==> src/rtl/vdss_cfg.svh <==
`ifndef VDSS_CFG_SVH
`define VDSS_CFG_SVH

// clock and timing
`define VDSS_CLK_MHZ           200
`define VDSS_NET_TIMEOUT_MS    100
`define VDSS_NET_TIMEOUT_CYC   (`VDSS_NET_TIMEOUT_MS * 1000 * `VDSS_CLK_MHZ)
`define VDSS_POS_ERR_US        500
`define VDSS_POS_ERR_CYC       (`VDSS_POS_ERR_US * `VDSS_CLK_MHZ)
`define VDSS_CLOSE_TMO_MS      200
`define VDSS_CLOSE_TMO_CYC     (`VDSS_CLOSE_TMO_MS * 1000 * `VDSS_CLK_MHZ)
`define VDSS_PWM_TICK_CYC      8'hc8
`define VDSS_PWM_DUTY          8'hc0

// analog scaling, currents in microamps, positions in 0.01 % steps
`define VDSS_UA_ZERO           16'h0fa0
`define VDSS_UA_FULL           16'h4e20
`define VDSS_UA_LOW_FAULT      16'h07d0
`define VDSS_UA_HIGH_FAULT     16'h55f0
`define VDSS_POS_FULL          14'h2710
`define VDSS_POS_ERR_LIM       14'h00c8
`define VDSS_POS_CLOSED_LIM    14'h0032

// register map, byte addresses
`define VDSS_ADDR_CTRL         8'h00
`define VDSS_ADDR_NET_DEMAND   8'h04
`define VDSS_ADDR_MISMATCH_LIM 8'h08
`define VDSS_ADDR_STATUS       8'h0c
`define VDSS_ADDR_ANALOG_POS   8'h10

// field positions and reset values
`define VDSS_CTRL_BACKUP_EN    0
`define VDSS_CTRL_ANALOG_PREF  1
`define VDSS_CTRL_ANALOG_ONLY  2
`define VDSS_CTRL_RST          3'h0
`define VDSS_MISMATCH_RST      14'h0064
`define VDSS_RESP_OKAY         2'h0
`define VDSS_RESP_DECERR       2'h3

`endif

==> src/rtl/vdss_pkg.sv <==
package vdss_pkg;
  typedef enum logic [1:0] {
    VDSS_RUNNING,
    VDSS_SHUTDOWN,
    VDSS_CLOSE_CUR,
    VDSS_CLOSE_PWM
  } vdss_mode_t;

  typedef logic [13:0] vdss_pos_t;
endpackage

==> src/rtl/vdss_sel_if.sv <==
interface vdss_sel_if;
  logic               backup_en;
  logic               analog_pref;
  logic               analog_only;
  logic               net_fault;
  logic               analog_fault;
  vdss_pkg::vdss_pos_t net_pos;
  vdss_pkg::vdss_pos_t analog_pos;
  vdss_pkg::vdss_pos_t limit;
  logic               use_analog;
  logic               src_fail;
  logic               mismatch;

  modport ctl (output backup_en, analog_pref, analog_only, net_fault, analog_fault, net_pos, analog_pos, limit,
               input use_analog, src_fail, mismatch);
  modport sel (input backup_en, analog_pref, analog_only, net_fault, analog_fault, net_pos, analog_pos, limit,
               output use_analog, src_fail, mismatch);
endinterface

==> src/rtl/vdss_top.sv <==
// Design decisions made here: the AXI4-Lite slave port and the register offsets.
`include "vdss_cfg.svh"

module vdss_top #(
  parameter int unsigned NET_TIMEOUT_CYC = `VDSS_NET_TIMEOUT_CYC,
  parameter int unsigned POS_ERR_CYC     = `VDSS_POS_ERR_CYC,
  parameter int unsigned CLOSE_TMO_CYC   = `VDSS_CLOSE_TMO_CYC
) (
  input  wire logic        i_clk,
  input  wire logic        i_rst,
  input  wire logic [7:0]  i_s_axi_awaddr,
  input  wire logic        i_s_axi_awvalid,
  output logic             o_s_axi_awready,
  input  wire logic [31:0] i_s_axi_wdata,
  input  wire logic [3:0]  i_s_axi_wstrb,
  input  wire logic        i_s_axi_wvalid,
  output logic             o_s_axi_wready,
  output logic [1:0]       o_s_axi_bresp,
  output logic             o_s_axi_bvalid,
  input  wire logic        i_s_axi_bready,
  input  wire logic [7:0]  i_s_axi_araddr,
  input  wire logic        i_s_axi_arvalid,
  output logic             o_s_axi_arready,
  output logic [31:0]      o_s_axi_rdata,
  output logic [1:0]       o_s_axi_rresp,
  output logic             o_s_axi_rvalid,
  input  wire logic        i_s_axi_rready,
  input  wire logic [15:0] i_analog_ua,
  input  wire logic [13:0] i_pos_meas,
  input  wire logic        i_sd_closed,
  input  wire logic        i_net_msg_bad,
  input  wire logic        i_net_dup_id,
  input  wire logic        i_net_bus_off,
  output logic [13:0]      o_pos_target,
  output logic             o_loop_en,
  output logic             o_cur_close,
  output logic             o_pwm_drive,
  output logic [15:0]      o_fb_ua,
  output logic             o_status_closed,
  output logic             o_src_analog,
  output logic [1:0]       o_mode
);

  ////////////////////////////////////////////////////////////////////////////
  // pin synchronisers
  logic [3:0]  pin_s;
  logic        sd_prev_r;
  logic        sd_closed;
  logic        sd_close_evt;

  // contact bit resets closed so that a contact already closed at power-up is no reset
  vdss_sync #(.W(4), .RST(4'h8)) u_sync (
    .i_clk (i_clk),
    .i_rst (i_rst),
    .i_d   ({i_sd_closed, i_net_msg_bad, i_net_dup_id, i_net_bus_off}),
    .o_q   (pin_s)
  );

  assign sd_closed    = pin_s[3];
  assign sd_close_evt = sd_closed & ~sd_prev_r;

  always_ff @(posedge i_clk) begin
    if (i_rst) begin
      sd_prev_r <= 1'b1;
    end else begin
      sd_prev_r <= sd_closed;
    end
  end

  ////////////////////////////////////////////////////////////////////////////
  // register file and axi4-lite slave
  logic                aw_rdy_r;
  logic                w_rdy_r;
  logic                b_vld_r;
  logic [1:0]          b_resp_r;
  logic [7:0]          awaddr_r;
  logic [31:0]         wdata_r;
  logic [3:0]          wstrb_r;
  logic                ar_rdy_r;
  logic                r_vld_r;
  logic [1:0]          r_resp_r;
  logic [31:0]         rdata_r;
  logic [31:0]         rd_mux;
  logic                rd_hit;
  logic                wr_go;
  logic [2:0]          ctrl_r;
  vdss_pkg::vdss_pos_t net_demand_r;
  vdss_pkg::vdss_pos_t limit_r;
  logic [31:0]         net_wr_val;
  logic [31:0]         lim_wr_val;

  function automatic logic [31:0] merge(input logic [31:0] old, input logic [31:0] nw, input logic [3:0] st);
    logic [31:0] r;
    r = old;
    for (int i = 0; i < 4; i++) begin
      if (st[i]) begin
        r[i*8 +: 8] = nw[i*8 +: 8];
      end
    end
    return r;
  endfunction

  // both halves of a write are held until the response is taken, so one write at a time
  assign wr_go      = ~aw_rdy_r & ~w_rdy_r & ~b_vld_r;
  assign net_wr_val = merge({18'h0, net_demand_r}, wdata_r, wstrb_r);
  assign lim_wr_val = merge({18'h0, limit_r}, wdata_r, wstrb_r);

  always_ff @(posedge i_clk) begin
    if (i_rst) begin
      aw_rdy_r <= 1'b1;
      w_rdy_r  <= 1'b1;
      b_vld_r  <= 1'b0;
      b_resp_r <= `VDSS_RESP_OKAY;
      awaddr_r <= 8'h00;
      wdata_r  <= 32'h0;
      wstrb_r  <= 4'h0;
    end else begin
      if (i_s_axi_awvalid && aw_rdy_r) begin
        aw_rdy_r <= 1'b0;
        awaddr_r <= i_s_axi_awaddr;
      end
      if (i_s_axi_wvalid && w_rdy_r) begin
        w_rdy_r <= 1'b0;
        wdata_r <= i_s_axi_wdata;
        wstrb_r <= i_s_axi_wstrb;
      end
      if (wr_go) begin
        b_vld_r  <= 1'b1;
        b_resp_r <= (awaddr_r == `VDSS_ADDR_CTRL || awaddr_r == `VDSS_ADDR_NET_DEMAND ||
                     awaddr_r == `VDSS_ADDR_MISMATCH_LIM) ? `VDSS_RESP_OKAY : `VDSS_RESP_DECERR;
      end
      if (b_vld_r && i_s_axi_bready) begin
        b_vld_r  <= 1'b0;
        aw_rdy_r <= 1'b1;
        w_rdy_r  <= 1'b1;
      end
    end
  end

  always_ff @(posedge i_clk) begin
    if (i_rst) begin
      ctrl_r  <= `VDSS_CTRL_RST;
      limit_r <= `VDSS_MISMATCH_RST;
    end else if (wr_go && awaddr_r == `VDSS_ADDR_CTRL && wstrb_r[0]) begin
      ctrl_r  <= wdata_r[2:0];
    end else if (wr_go && awaddr_r == `VDSS_ADDR_MISMATCH_LIM) begin
      limit_r <= lim_wr_val[13:0];
    end
  end

  ////////////////////////////////////////////////////////////////////////////
  // network demand and its fault
  logic        net_seen_r;
  logic        net_bad_r;
  logic [31:0] net_age_r;
  logic        net_fault_r;
  logic        net_wr;

  assign net_wr = wr_go && awaddr_r == `VDSS_ADDR_NET_DEMAND;

  always_ff @(posedge i_clk) begin
    if (i_rst) begin
      net_demand_r <= 14'h0;
      net_seen_r   <= 1'b0;
      net_bad_r    <= 1'b0;
      net_age_r    <= 32'h0;
    end else if (net_wr) begin
      net_age_r  <= 32'h0;
      net_seen_r <= 1'b1;
      // an empty or out-of-range message flags a fault and keeps the last good demand
      if (wstrb_r == 4'h0 || net_wr_val > 32'(`VDSS_POS_FULL)) begin
        net_bad_r <= 1'b1;
      end else begin
        net_bad_r    <= 1'b0;
        net_demand_r <= net_wr_val[13:0];
      end
    end else if (net_age_r < NET_TIMEOUT_CYC) begin
      net_age_r <= net_age_r + 32'h1;
    end
  end

  always_ff @(posedge i_clk) begin
    if (i_rst) begin
      net_fault_r <= 1'b1;
    end else begin
      net_fault_r <= net_bad_r | pin_s[2] | pin_s[1] | pin_s[0] |
                     ~net_seen_r | (net_age_r >= NET_TIMEOUT_CYC);
    end
  end

  ////////////////////////////////////////////////////////////////////////////
  // analog demand and source selection
  logic                analog_fault;
  vdss_pkg::vdss_pos_t analog_pos;
  logic [16:0]         an_scaled;
  vdss_sel_if          sel_if ();

  assign analog_fault = i_analog_ua < `VDSS_UA_LOW_FAULT || i_analog_ua > `VDSS_UA_HIGH_FAULT;
  assign an_scaled    = 17'(i_analog_ua - `VDSS_UA_ZERO) * 17'h5;

  always_comb begin
    if (i_analog_ua <= `VDSS_UA_ZERO) begin
      analog_pos = 14'h0;
    end else if (i_analog_ua >= `VDSS_UA_FULL) begin
      analog_pos = `VDSS_POS_FULL;
    end else begin
      analog_pos = 14'(an_scaled >> 3);
    end
  end

  assign sel_if.backup_en    = ctrl_r[`VDSS_CTRL_BACKUP_EN];
  assign sel_if.analog_pref  = ctrl_r[`VDSS_CTRL_ANALOG_PREF];
  assign sel_if.analog_only  = ctrl_r[`VDSS_CTRL_ANALOG_ONLY];
  assign sel_if.net_fault    = net_fault_r;
  assign sel_if.analog_fault = analog_fault;
  assign sel_if.net_pos      = net_demand_r;
  assign sel_if.analog_pos   = analog_pos;
  assign sel_if.limit        = limit_r;

  vdss_src_sel u_sel (
    .s (sel_if.sel)
  );

  ////////////////////////////////////////////////////////////////////////////
  // mode supervisor
  vdss_pkg::vdss_mode_t mode_r;
  vdss_pkg::vdss_pos_t  target_r;
  vdss_pkg::vdss_pos_t  pos_diff;
  logic [31:0]          err_cnt_r;
  logic [31:0]          close_cnt_r;

  assign pos_diff = (i_pos_meas > target_r) ? 14'(i_pos_meas - target_r) : 14'(target_r - i_pos_meas);

  always_ff @(posedge i_clk) begin
    if (i_rst) begin
      mode_r <= vdss_pkg::VDSS_SHUTDOWN;
    end else begin
      case (mode_r)
        vdss_pkg::VDSS_RUNNING: begin
          if (!sd_closed || sel_if.src_fail) begin
            mode_r <= vdss_pkg::VDSS_SHUTDOWN;
          end else if (err_cnt_r >= POS_ERR_CYC) begin
            mode_r <= vdss_pkg::VDSS_CLOSE_CUR;
          end
        end
        vdss_pkg::VDSS_SHUTDOWN: begin
          if (sd_close_evt) begin
            mode_r <= vdss_pkg::VDSS_RUNNING;
          end
        end
        vdss_pkg::VDSS_CLOSE_CUR: begin
          if (sd_close_evt) begin
            mode_r <= vdss_pkg::VDSS_RUNNING;
          end else if (close_cnt_r >= CLOSE_TMO_CYC) begin
            mode_r <= vdss_pkg::VDSS_CLOSE_PWM;
          end
        end
        vdss_pkg::VDSS_CLOSE_PWM: begin
          if (sd_close_evt) begin
            mode_r <= vdss_pkg::VDSS_RUNNING;
          end
        end
        default: begin
          mode_r <= vdss_pkg::VDSS_SHUTDOWN;
        end
      endcase
    end
  end

  // persistence filter, so servo lag on a demand step is not taken as a jam
  always_ff @(posedge i_clk) begin
    if (i_rst || mode_r != vdss_pkg::VDSS_RUNNING || pos_diff <= `VDSS_POS_ERR_LIM) begin
      err_cnt_r <= 32'h0;
    end else if (err_cnt_r < POS_ERR_CYC) begin
      err_cnt_r <= err_cnt_r + 32'h1;
    end
  end

  always_ff @(posedge i_clk) begin
    if (i_rst || mode_r != vdss_pkg::VDSS_CLOSE_CUR || i_pos_meas <= `VDSS_POS_CLOSED_LIM) begin
      close_cnt_r <= 32'h0;
    end else if (close_cnt_r < CLOSE_TMO_CYC) begin
      close_cnt_r <= close_cnt_r + 32'h1;
    end
  end

  ////////////////////////////////////////////////////////////////////////////
  // pwm close drive
  logic [7:0] tick_cnt_r;
  logic       tick;
  logic [7:0] pwm_cnt_r;

  assign tick = tick_cnt_r == `VDSS_PWM_TICK_CYC - 8'h1;

  always_ff @(posedge i_clk) begin
    if (i_rst || tick) begin
      tick_cnt_r <= 8'h0;
    end else begin
      tick_cnt_r <= tick_cnt_r + 8'h1;
    end
  end

  always_ff @(posedge i_clk) begin
    if (i_rst) begin
      pwm_cnt_r <= 8'h0;
    end else if (tick) begin
      pwm_cnt_r <= pwm_cnt_r + 8'h1;
    end
  end

  ////////////////////////////////////////////////////////////////////////////
  // registered outputs
  logic        loop_en_r;
  logic        cur_close_r;
  logic        pwm_drive_r;
  logic [15:0] fb_ua_r;
  logic        status_r;
  logic        src_an_r;
  logic [16:0] fb_scaled;
  logic        run;

  assign run       = mode_r == vdss_pkg::VDSS_RUNNING;
  assign fb_scaled = (17'(i_pos_meas) << 3) / 17'h5;

  always_ff @(posedge i_clk) begin
    if (i_rst) begin
      target_r    <= 14'h0;
      loop_en_r   <= 1'b1;
      cur_close_r <= 1'b0;
      pwm_drive_r <= 1'b0;
      fb_ua_r     <= 16'h0;
      status_r    <= 1'b0;
      src_an_r    <= 1'b0;
    end else begin
      target_r    <= run ? (sel_if.use_analog ? analog_pos : net_demand_r) : 14'h0;
      loop_en_r   <= run || mode_r == vdss_pkg::VDSS_SHUTDOWN;
      cur_close_r <= mode_r == vdss_pkg::VDSS_CLOSE_CUR;
      pwm_drive_r <= mode_r == vdss_pkg::VDSS_CLOSE_PWM && pwm_cnt_r < `VDSS_PWM_DUTY;
      fb_ua_r     <= run ? 16'(`VDSS_UA_ZERO + fb_scaled) : 16'h0;
      status_r    <= run;
      src_an_r    <= run && sel_if.use_analog;
    end
  end

  assign o_pos_target    = target_r;
  assign o_loop_en       = loop_en_r;
  assign o_cur_close     = cur_close_r;
  assign o_pwm_drive     = pwm_drive_r;
  assign o_fb_ua         = fb_ua_r;
  assign o_status_closed = status_r;
  assign o_src_analog    = src_an_r;

  ////////////////////////////////////////////////////////////////////////////
  // read path
  always_comb begin
    rd_hit = 1'b1;
    case (i_s_axi_araddr)
      `VDSS_ADDR_CTRL:         rd_mux = {29'h0, ctrl_r};
      `VDSS_ADDR_NET_DEMAND:   rd_mux = {18'h0, net_demand_r};
      `VDSS_ADDR_MISMATCH_LIM: rd_mux = {18'h0, limit_r};
      `VDSS_ADDR_STATUS:       rd_mux = {24'h0, sd_closed, net_bad_r, sel_if.mismatch, analog_fault,
                                         net_fault_r, sel_if.use_analog, mode_r};
      `VDSS_ADDR_ANALOG_POS:   rd_mux = {18'h0, analog_pos};
      default: begin
        rd_mux = 32'h0;
        rd_hit = 1'b0;
      end
    endcase
  end

  always_ff @(posedge i_clk) begin
    if (i_rst) begin
      ar_rdy_r <= 1'b1;
      r_vld_r  <= 1'b0;
      r_resp_r <= `VDSS_RESP_OKAY;
      rdata_r  <= 32'h0;
    end else if (i_s_axi_arvalid && ar_rdy_r) begin
      ar_rdy_r <= 1'b0;
      r_vld_r  <= 1'b1;
      rdata_r  <= rd_mux;
      r_resp_r <= rd_hit ? `VDSS_RESP_OKAY : `VDSS_RESP_DECERR;
    end else if (r_vld_r && i_s_axi_rready) begin
      ar_rdy_r <= 1'b1;
      r_vld_r  <= 1'b0;
    end
  end

  assign o_s_axi_awready = aw_rdy_r;
  assign o_s_axi_wready  = w_rdy_r;
  assign o_s_axi_bvalid  = b_vld_r;
  assign o_s_axi_bresp   = b_resp_r;
  assign o_s_axi_arready = ar_rdy_r;
  assign o_s_axi_rvalid  = r_vld_r;
  assign o_s_axi_rresp   = r_resp_r;
  assign o_s_axi_rdata   = rdata_r;
  assign o_mode          = mode_r;

endmodule

==> src/rtl/vdss_sync.sv <==
module vdss_sync #(
  parameter int unsigned W   = 1,
  parameter logic [W-1:0] RST = '0
) (
  input  wire logic         i_clk,
  input  wire logic         i_rst,
  input  wire logic [W-1:0] i_d,
  output logic      [W-1:0] o_q
);
  logic [W-1:0] meta_r;
  logic [W-1:0] q_r;

  always_ff @(posedge i_clk) begin
    if (i_rst) begin
      meta_r <= RST;
      q_r    <= RST;
    end else begin
      meta_r <= i_d;
      q_r    <= meta_r;
    end
  end

  assign o_q = q_r;
endmodule

==> src/rtl/vdss_src_sel.sv <==
module vdss_src_sel (
  vdss_sel_if.sel s
);
  logic [13:0] diff;

  always_comb begin
    diff = (s.net_pos > s.analog_pos) ? 14'(s.net_pos - s.analog_pos) : 14'(s.analog_pos - s.net_pos);
    s.mismatch   = diff > s.limit;
    s.use_analog = 1'b0;
    s.src_fail   = 1'b0;
    if (s.analog_only) begin
      s.use_analog = 1'b1;
      s.src_fail   = s.analog_fault;
    end else if (!s.backup_en) begin
      s.src_fail   = s.net_fault;
    end else if (s.net_fault && s.analog_fault) begin
      s.src_fail   = 1'b1;
    end else if (s.net_fault) begin
      s.use_analog = 1'b1;
    end else if (!s.analog_fault && !s.mismatch) begin
      s.use_analog = s.analog_pref;
    end
  end
endmodule

==> config.mk <==
export PLATFORM = sky130hd
export DESIGN_NAME = vdss_top
export DESIGN_NICKNAME = d
export VERILOG_FILES = /design/src/rtl/vdss_pkg.sv /design/src/rtl/vdss_sel_if.sv /design/src/rtl/vdss_top.sv /design/src/rtl/vdss_sync.sv /design/src/rtl/vdss_src_sel.sv
export VERILOG_INCLUDE_DIRS = /design/src /design/src/rtl
export SDC_FILE = /design/constraint.sdc
export NUM_CORES = 1
export LEC_CHECK = 0
export ABC_AREA = 1
export BUFFER_PORTS_ARGS = -buffer_cell sky130_fd_sc_hd__buf_4
export CAP_MARGIN = 10
export CORE_UTILIZATION = 50
export CTS_CLUSTER_DIAMETER = 40
export DETAILED_ROUTE_END_ITERATION = 10
export GPL_TIMING_DRIVEN = 0
export PLACE_DENSITY = 0.81
export SYNTH_ARGS = -nofsm -noshare
export SYNTH_HDL_FRONTEND = slang
export SYNTH_SLANG_ARGS = --single-unit
==> constraint.sdc <==
create_clock -name i_clk -period 7.85 [get_ports i_clk]
set_input_delay 1.57 -clock i_clk [delete_from_list [all_inputs] [get_ports i_clk]]
set_output_delay 1.57 -clock i_clk [all_outputs]
set_load 0.02 [all_outputs]
==> flow_summary.ini <==
[logic_synthesis]
syn_area_mm2 = 0.0160
synth_cell_types = 66
seq_area_frac_synth_pct = 32.1
synthSimpleGateAreaFrac_pct = 27.9
synth_compound_area_share_pct = 17.2
synth.avg_cell_area_um2 = 6.91
yosys-top-cells-area = dfxtp_1 (32%), nand2_1 (8.6%), inv_1 (8.5%)
yosysTopAreaCell = dfxtp_1
synthMuxAreaShare_pct = 0.312
yosys_warnings = 0
synth_xor_area_share_pct = 2.46
synthTopCellsByCount = nand2_1 (368), inv_1 (364), nor2_1 (275)
synth_cells = 2323
async_flop_share_pct = 0
synthAdderAreaFrac_pct = 8.88
post-synth-top-count-cell = nand2_1
synth_top_family_by_area = simple AND/OR/NAND/NOR gates
synth_edf_count = 0
synth_seq_cells = 257
synth-main-ff-cell = dfxtp_1
synth_top_area_share_pct = 32.1

[hold_path]
whs_endpoint = u_sync.o_q[1]
hold_class = reg2reg
hold-path-cell-count = 2
min-delay-start = u_sync.meta_r[1]

[power]
pwr-share-comb_pct = 51.5
power.share.clock_pct = 27.1
p_int_w = 0.00366
switchingPower_w = 0.00267
pwr-share-seq_pct = 21.5
swShare_pct = 42.1
p_per_area_mw_per_mm2 = 321
vdd_drop_max_mv = 0.540
leakagePower_nw = 8.69

[clock_tree]
numCtsBuffers = 35
clkSlewWorstSetupHoldPaths_ns = 0.06
insertion_delay_ns = 0.53
cts_tree = done
hold_buffers = 0
clk_root_buffer_cell = clkbuf_16
cts_max_path_buffers = 3
clkSinkCount = 257
htreeDepth = 2

[global_routing]
antenna_found_initial = 0
grt_pass1_vias = 15178
grt_start_max_net_pins = 14
grt-ovfl-total = 0
grt_usage_pct = 25.8
grt_pass1_wl_mm = 70.5

[die]
rows = 65
start_util_pct = 50.8
core_area_mm2 = 0.0316
die_w_um = 181
design.die.area_mm2 = 0.0328
ios = 171
die_h_um = 181

[placement]
io_buffer_count = 151
place_ws_ns = -1.73
placedInstanceArea_mm2 = 0.0177
gp_congestion = 0.981
hpwl_mm = 33.9

[critical_path]
path_class = in2reg
ff2ff_setup_slack_ns = 2.91
crit_top_cell = buf_4
worstReg2RegEnd = o_pos_target[12]
reg2reg_from = net_demand_r[7]
ff2ff_path_depth = 29
worst_setup_path_start_kind = input pin
slowest_delay_ns = 0.30
crit_fanout = 8
cp.arrival_ns = 8.07
cp.required_ns = 8.28
cpMaxStageDelayCell = ha_4
end_kind = flip-flop

[cells_and_area]
antennaDiodeCount = 0
design_area_mm2 = 0.0197
drive_above_1_share_pct = 18.0
nets = 2764
areaGrowthSynthToFinish_pct = 23.0
n_fill_cell = 2741

[routing]
dr.pass1.iters = 5
wirelength_mm = 43.6
post_drt_wl_per_cell_um = 14.6
drt_iter0_markers = 1158
ant_nets = 0
drc = 0
vias = 16090
viasPerCell = 5.39

[sta]
finalMaxSlewViolations = 0
relSlewSlack_pct = 29.4
min_period_over_period_pct = 97.3
fmax_mhz = 131
final.setup.worst_slack_ns = 0.215
period_minus_slack_ns = 7.64
hold_violations = 0
finalSetupTns_ns = 0
tightest_slew_ns = 1.05
fin_skew_ns = 0.0320
setup_viol = 0

[run_status]
outcome = completed

[flow_run]
maxCapViolations = 0
## worst max path at each step
stage	startpoint	to	slack, ns
after floorplan	i_analog_ua[5]	o_pos_target[11]	0.01
after global placement	i_analog_ua[5]	o_pos_target[12]	-1.73
after detailed placement	i_analog_ua[5]	o_pos_target[11]	-1.73
after CTS	i_analog_ua[5]	o_pos_target[13]	-0.006
after global routing	i_analog_ua[5]	o_pos_target[12]	-0.10
final	i_analog_ua[6]	o_pos_target[12]	0.21
## layout by cell type (no fill, tap or decap), types with 35 or more instances in the layout
| master | count |
|---|---|
| nand4_1 | 41 |
| nor3_1 | 47 |
| clkbuf_1 | 42 |
| nand2_1 | 354 |
| nor2_1 | 269 |
| o21ai_0 | 163 |
| inv_1 | 354 |
| clkbuf_16 | 35 |
| nand2_2 | 45 |
| nand3_1 | 94 |
| ha_1 | 95 |
| a21oi_1 | 186 |
| buf_4 | 200 |
| dfxtp_1 | 257 |
## per-layer routing
metal	vias up	global-route usage, %	wire, µm
met1	7433	31.0	18600
li1	8074	-	-
met5	-	0	0
met2	485	46.0	21200
met3	98	3.27	2220
met4	0	10.9	1670
## sequential cells by signal, indices dropped and copies added (netlist names), 3 cells and up
signal	flops
o_pos_target	14
limit_r	14
pwm_cnt_r	8
u_sync.meta_r	4
ctrl_r	3
o_s_axi_rdata	14
net_age_r	32
wstrb_r	4
tick_cnt_r	8
wdata_r	32
net_demand_r	14
err_cnt_r	32
u_sync.o_q	4
close_cnt_r	32
awaddr_r	8
o_fb_ua	16
## per-stage QoR
step           std cells  total power (W)  hold WS [ns]  util, %
6_report            2986          0.00633         0.405     62.5
5_1_grt             2986          0.00680         0.420     62.5
4_1_cts             2968          0.00602         0.409     61.0
3_5_place_dp        2894          0.00427         0.400     56.2
3_3_place_gp        2894          0.00419         0.394     56.2
2_1_floorplan       2341          0.00377         0.388        -
## cell type report
type                    instances  area (µm²)  area share (%)
plain buffers                  65         368            1.86
multi-input cells            1631        9590            48.6
inverters                     388        1480            7.50
repair buffers                181        1360            6.91
flip-flops and latches        257        5140            26.1
clock inverters                21         347            1.76
well taps                     402         503            2.55
clock buffers                  41         928            4.71
## cells by family (layout without fill, tap and decap cells)
group / after synthesis / count (layout)
xor+xnor: 45 / 45
flops: 257 / 257
simple gates: 966 / 966
fa+ha+maj: 112 / 112
other cells: 1 / 19
mux: 5 / 5
buf+inv: 453 / 696
compound gates: 484 / 484
## power by group through the flow
stage / sequential, W / clock, W / combinational, W
floorplan: 0.00139 / 0 / 0.00238
global placement: 0.00138 / 0 / 0.00280
detailed placement: 0.00138 / 0 / 0.00289
CTS: 0.00136 / 0.00173 / 0.00293
global route: 0.00136 / 0.00180 / 0.00364
finish: 0.00136 / 0.00171 / 0.00326
## timing repair
item | CTS | global route
endpoints found under the hold margin | 0 | 0
gates cloned | 1 | 0
resized for setup | 39 | 88
setup buffers | 11 | 18
endpoints found under the setup margin | 17 | 18
pin swaps | 15 | 39
## critical path, delay by kind of cell
family / cells / cell delay, ns
compound gates: 13 / 2.07
xor+xnor: 2 / 0.37
fa+ha+maj: 5 / 1.31
buf+inv: 15 / 1.58
simple gates: 12 / 1.16
(Power assumes the default switching activity.)
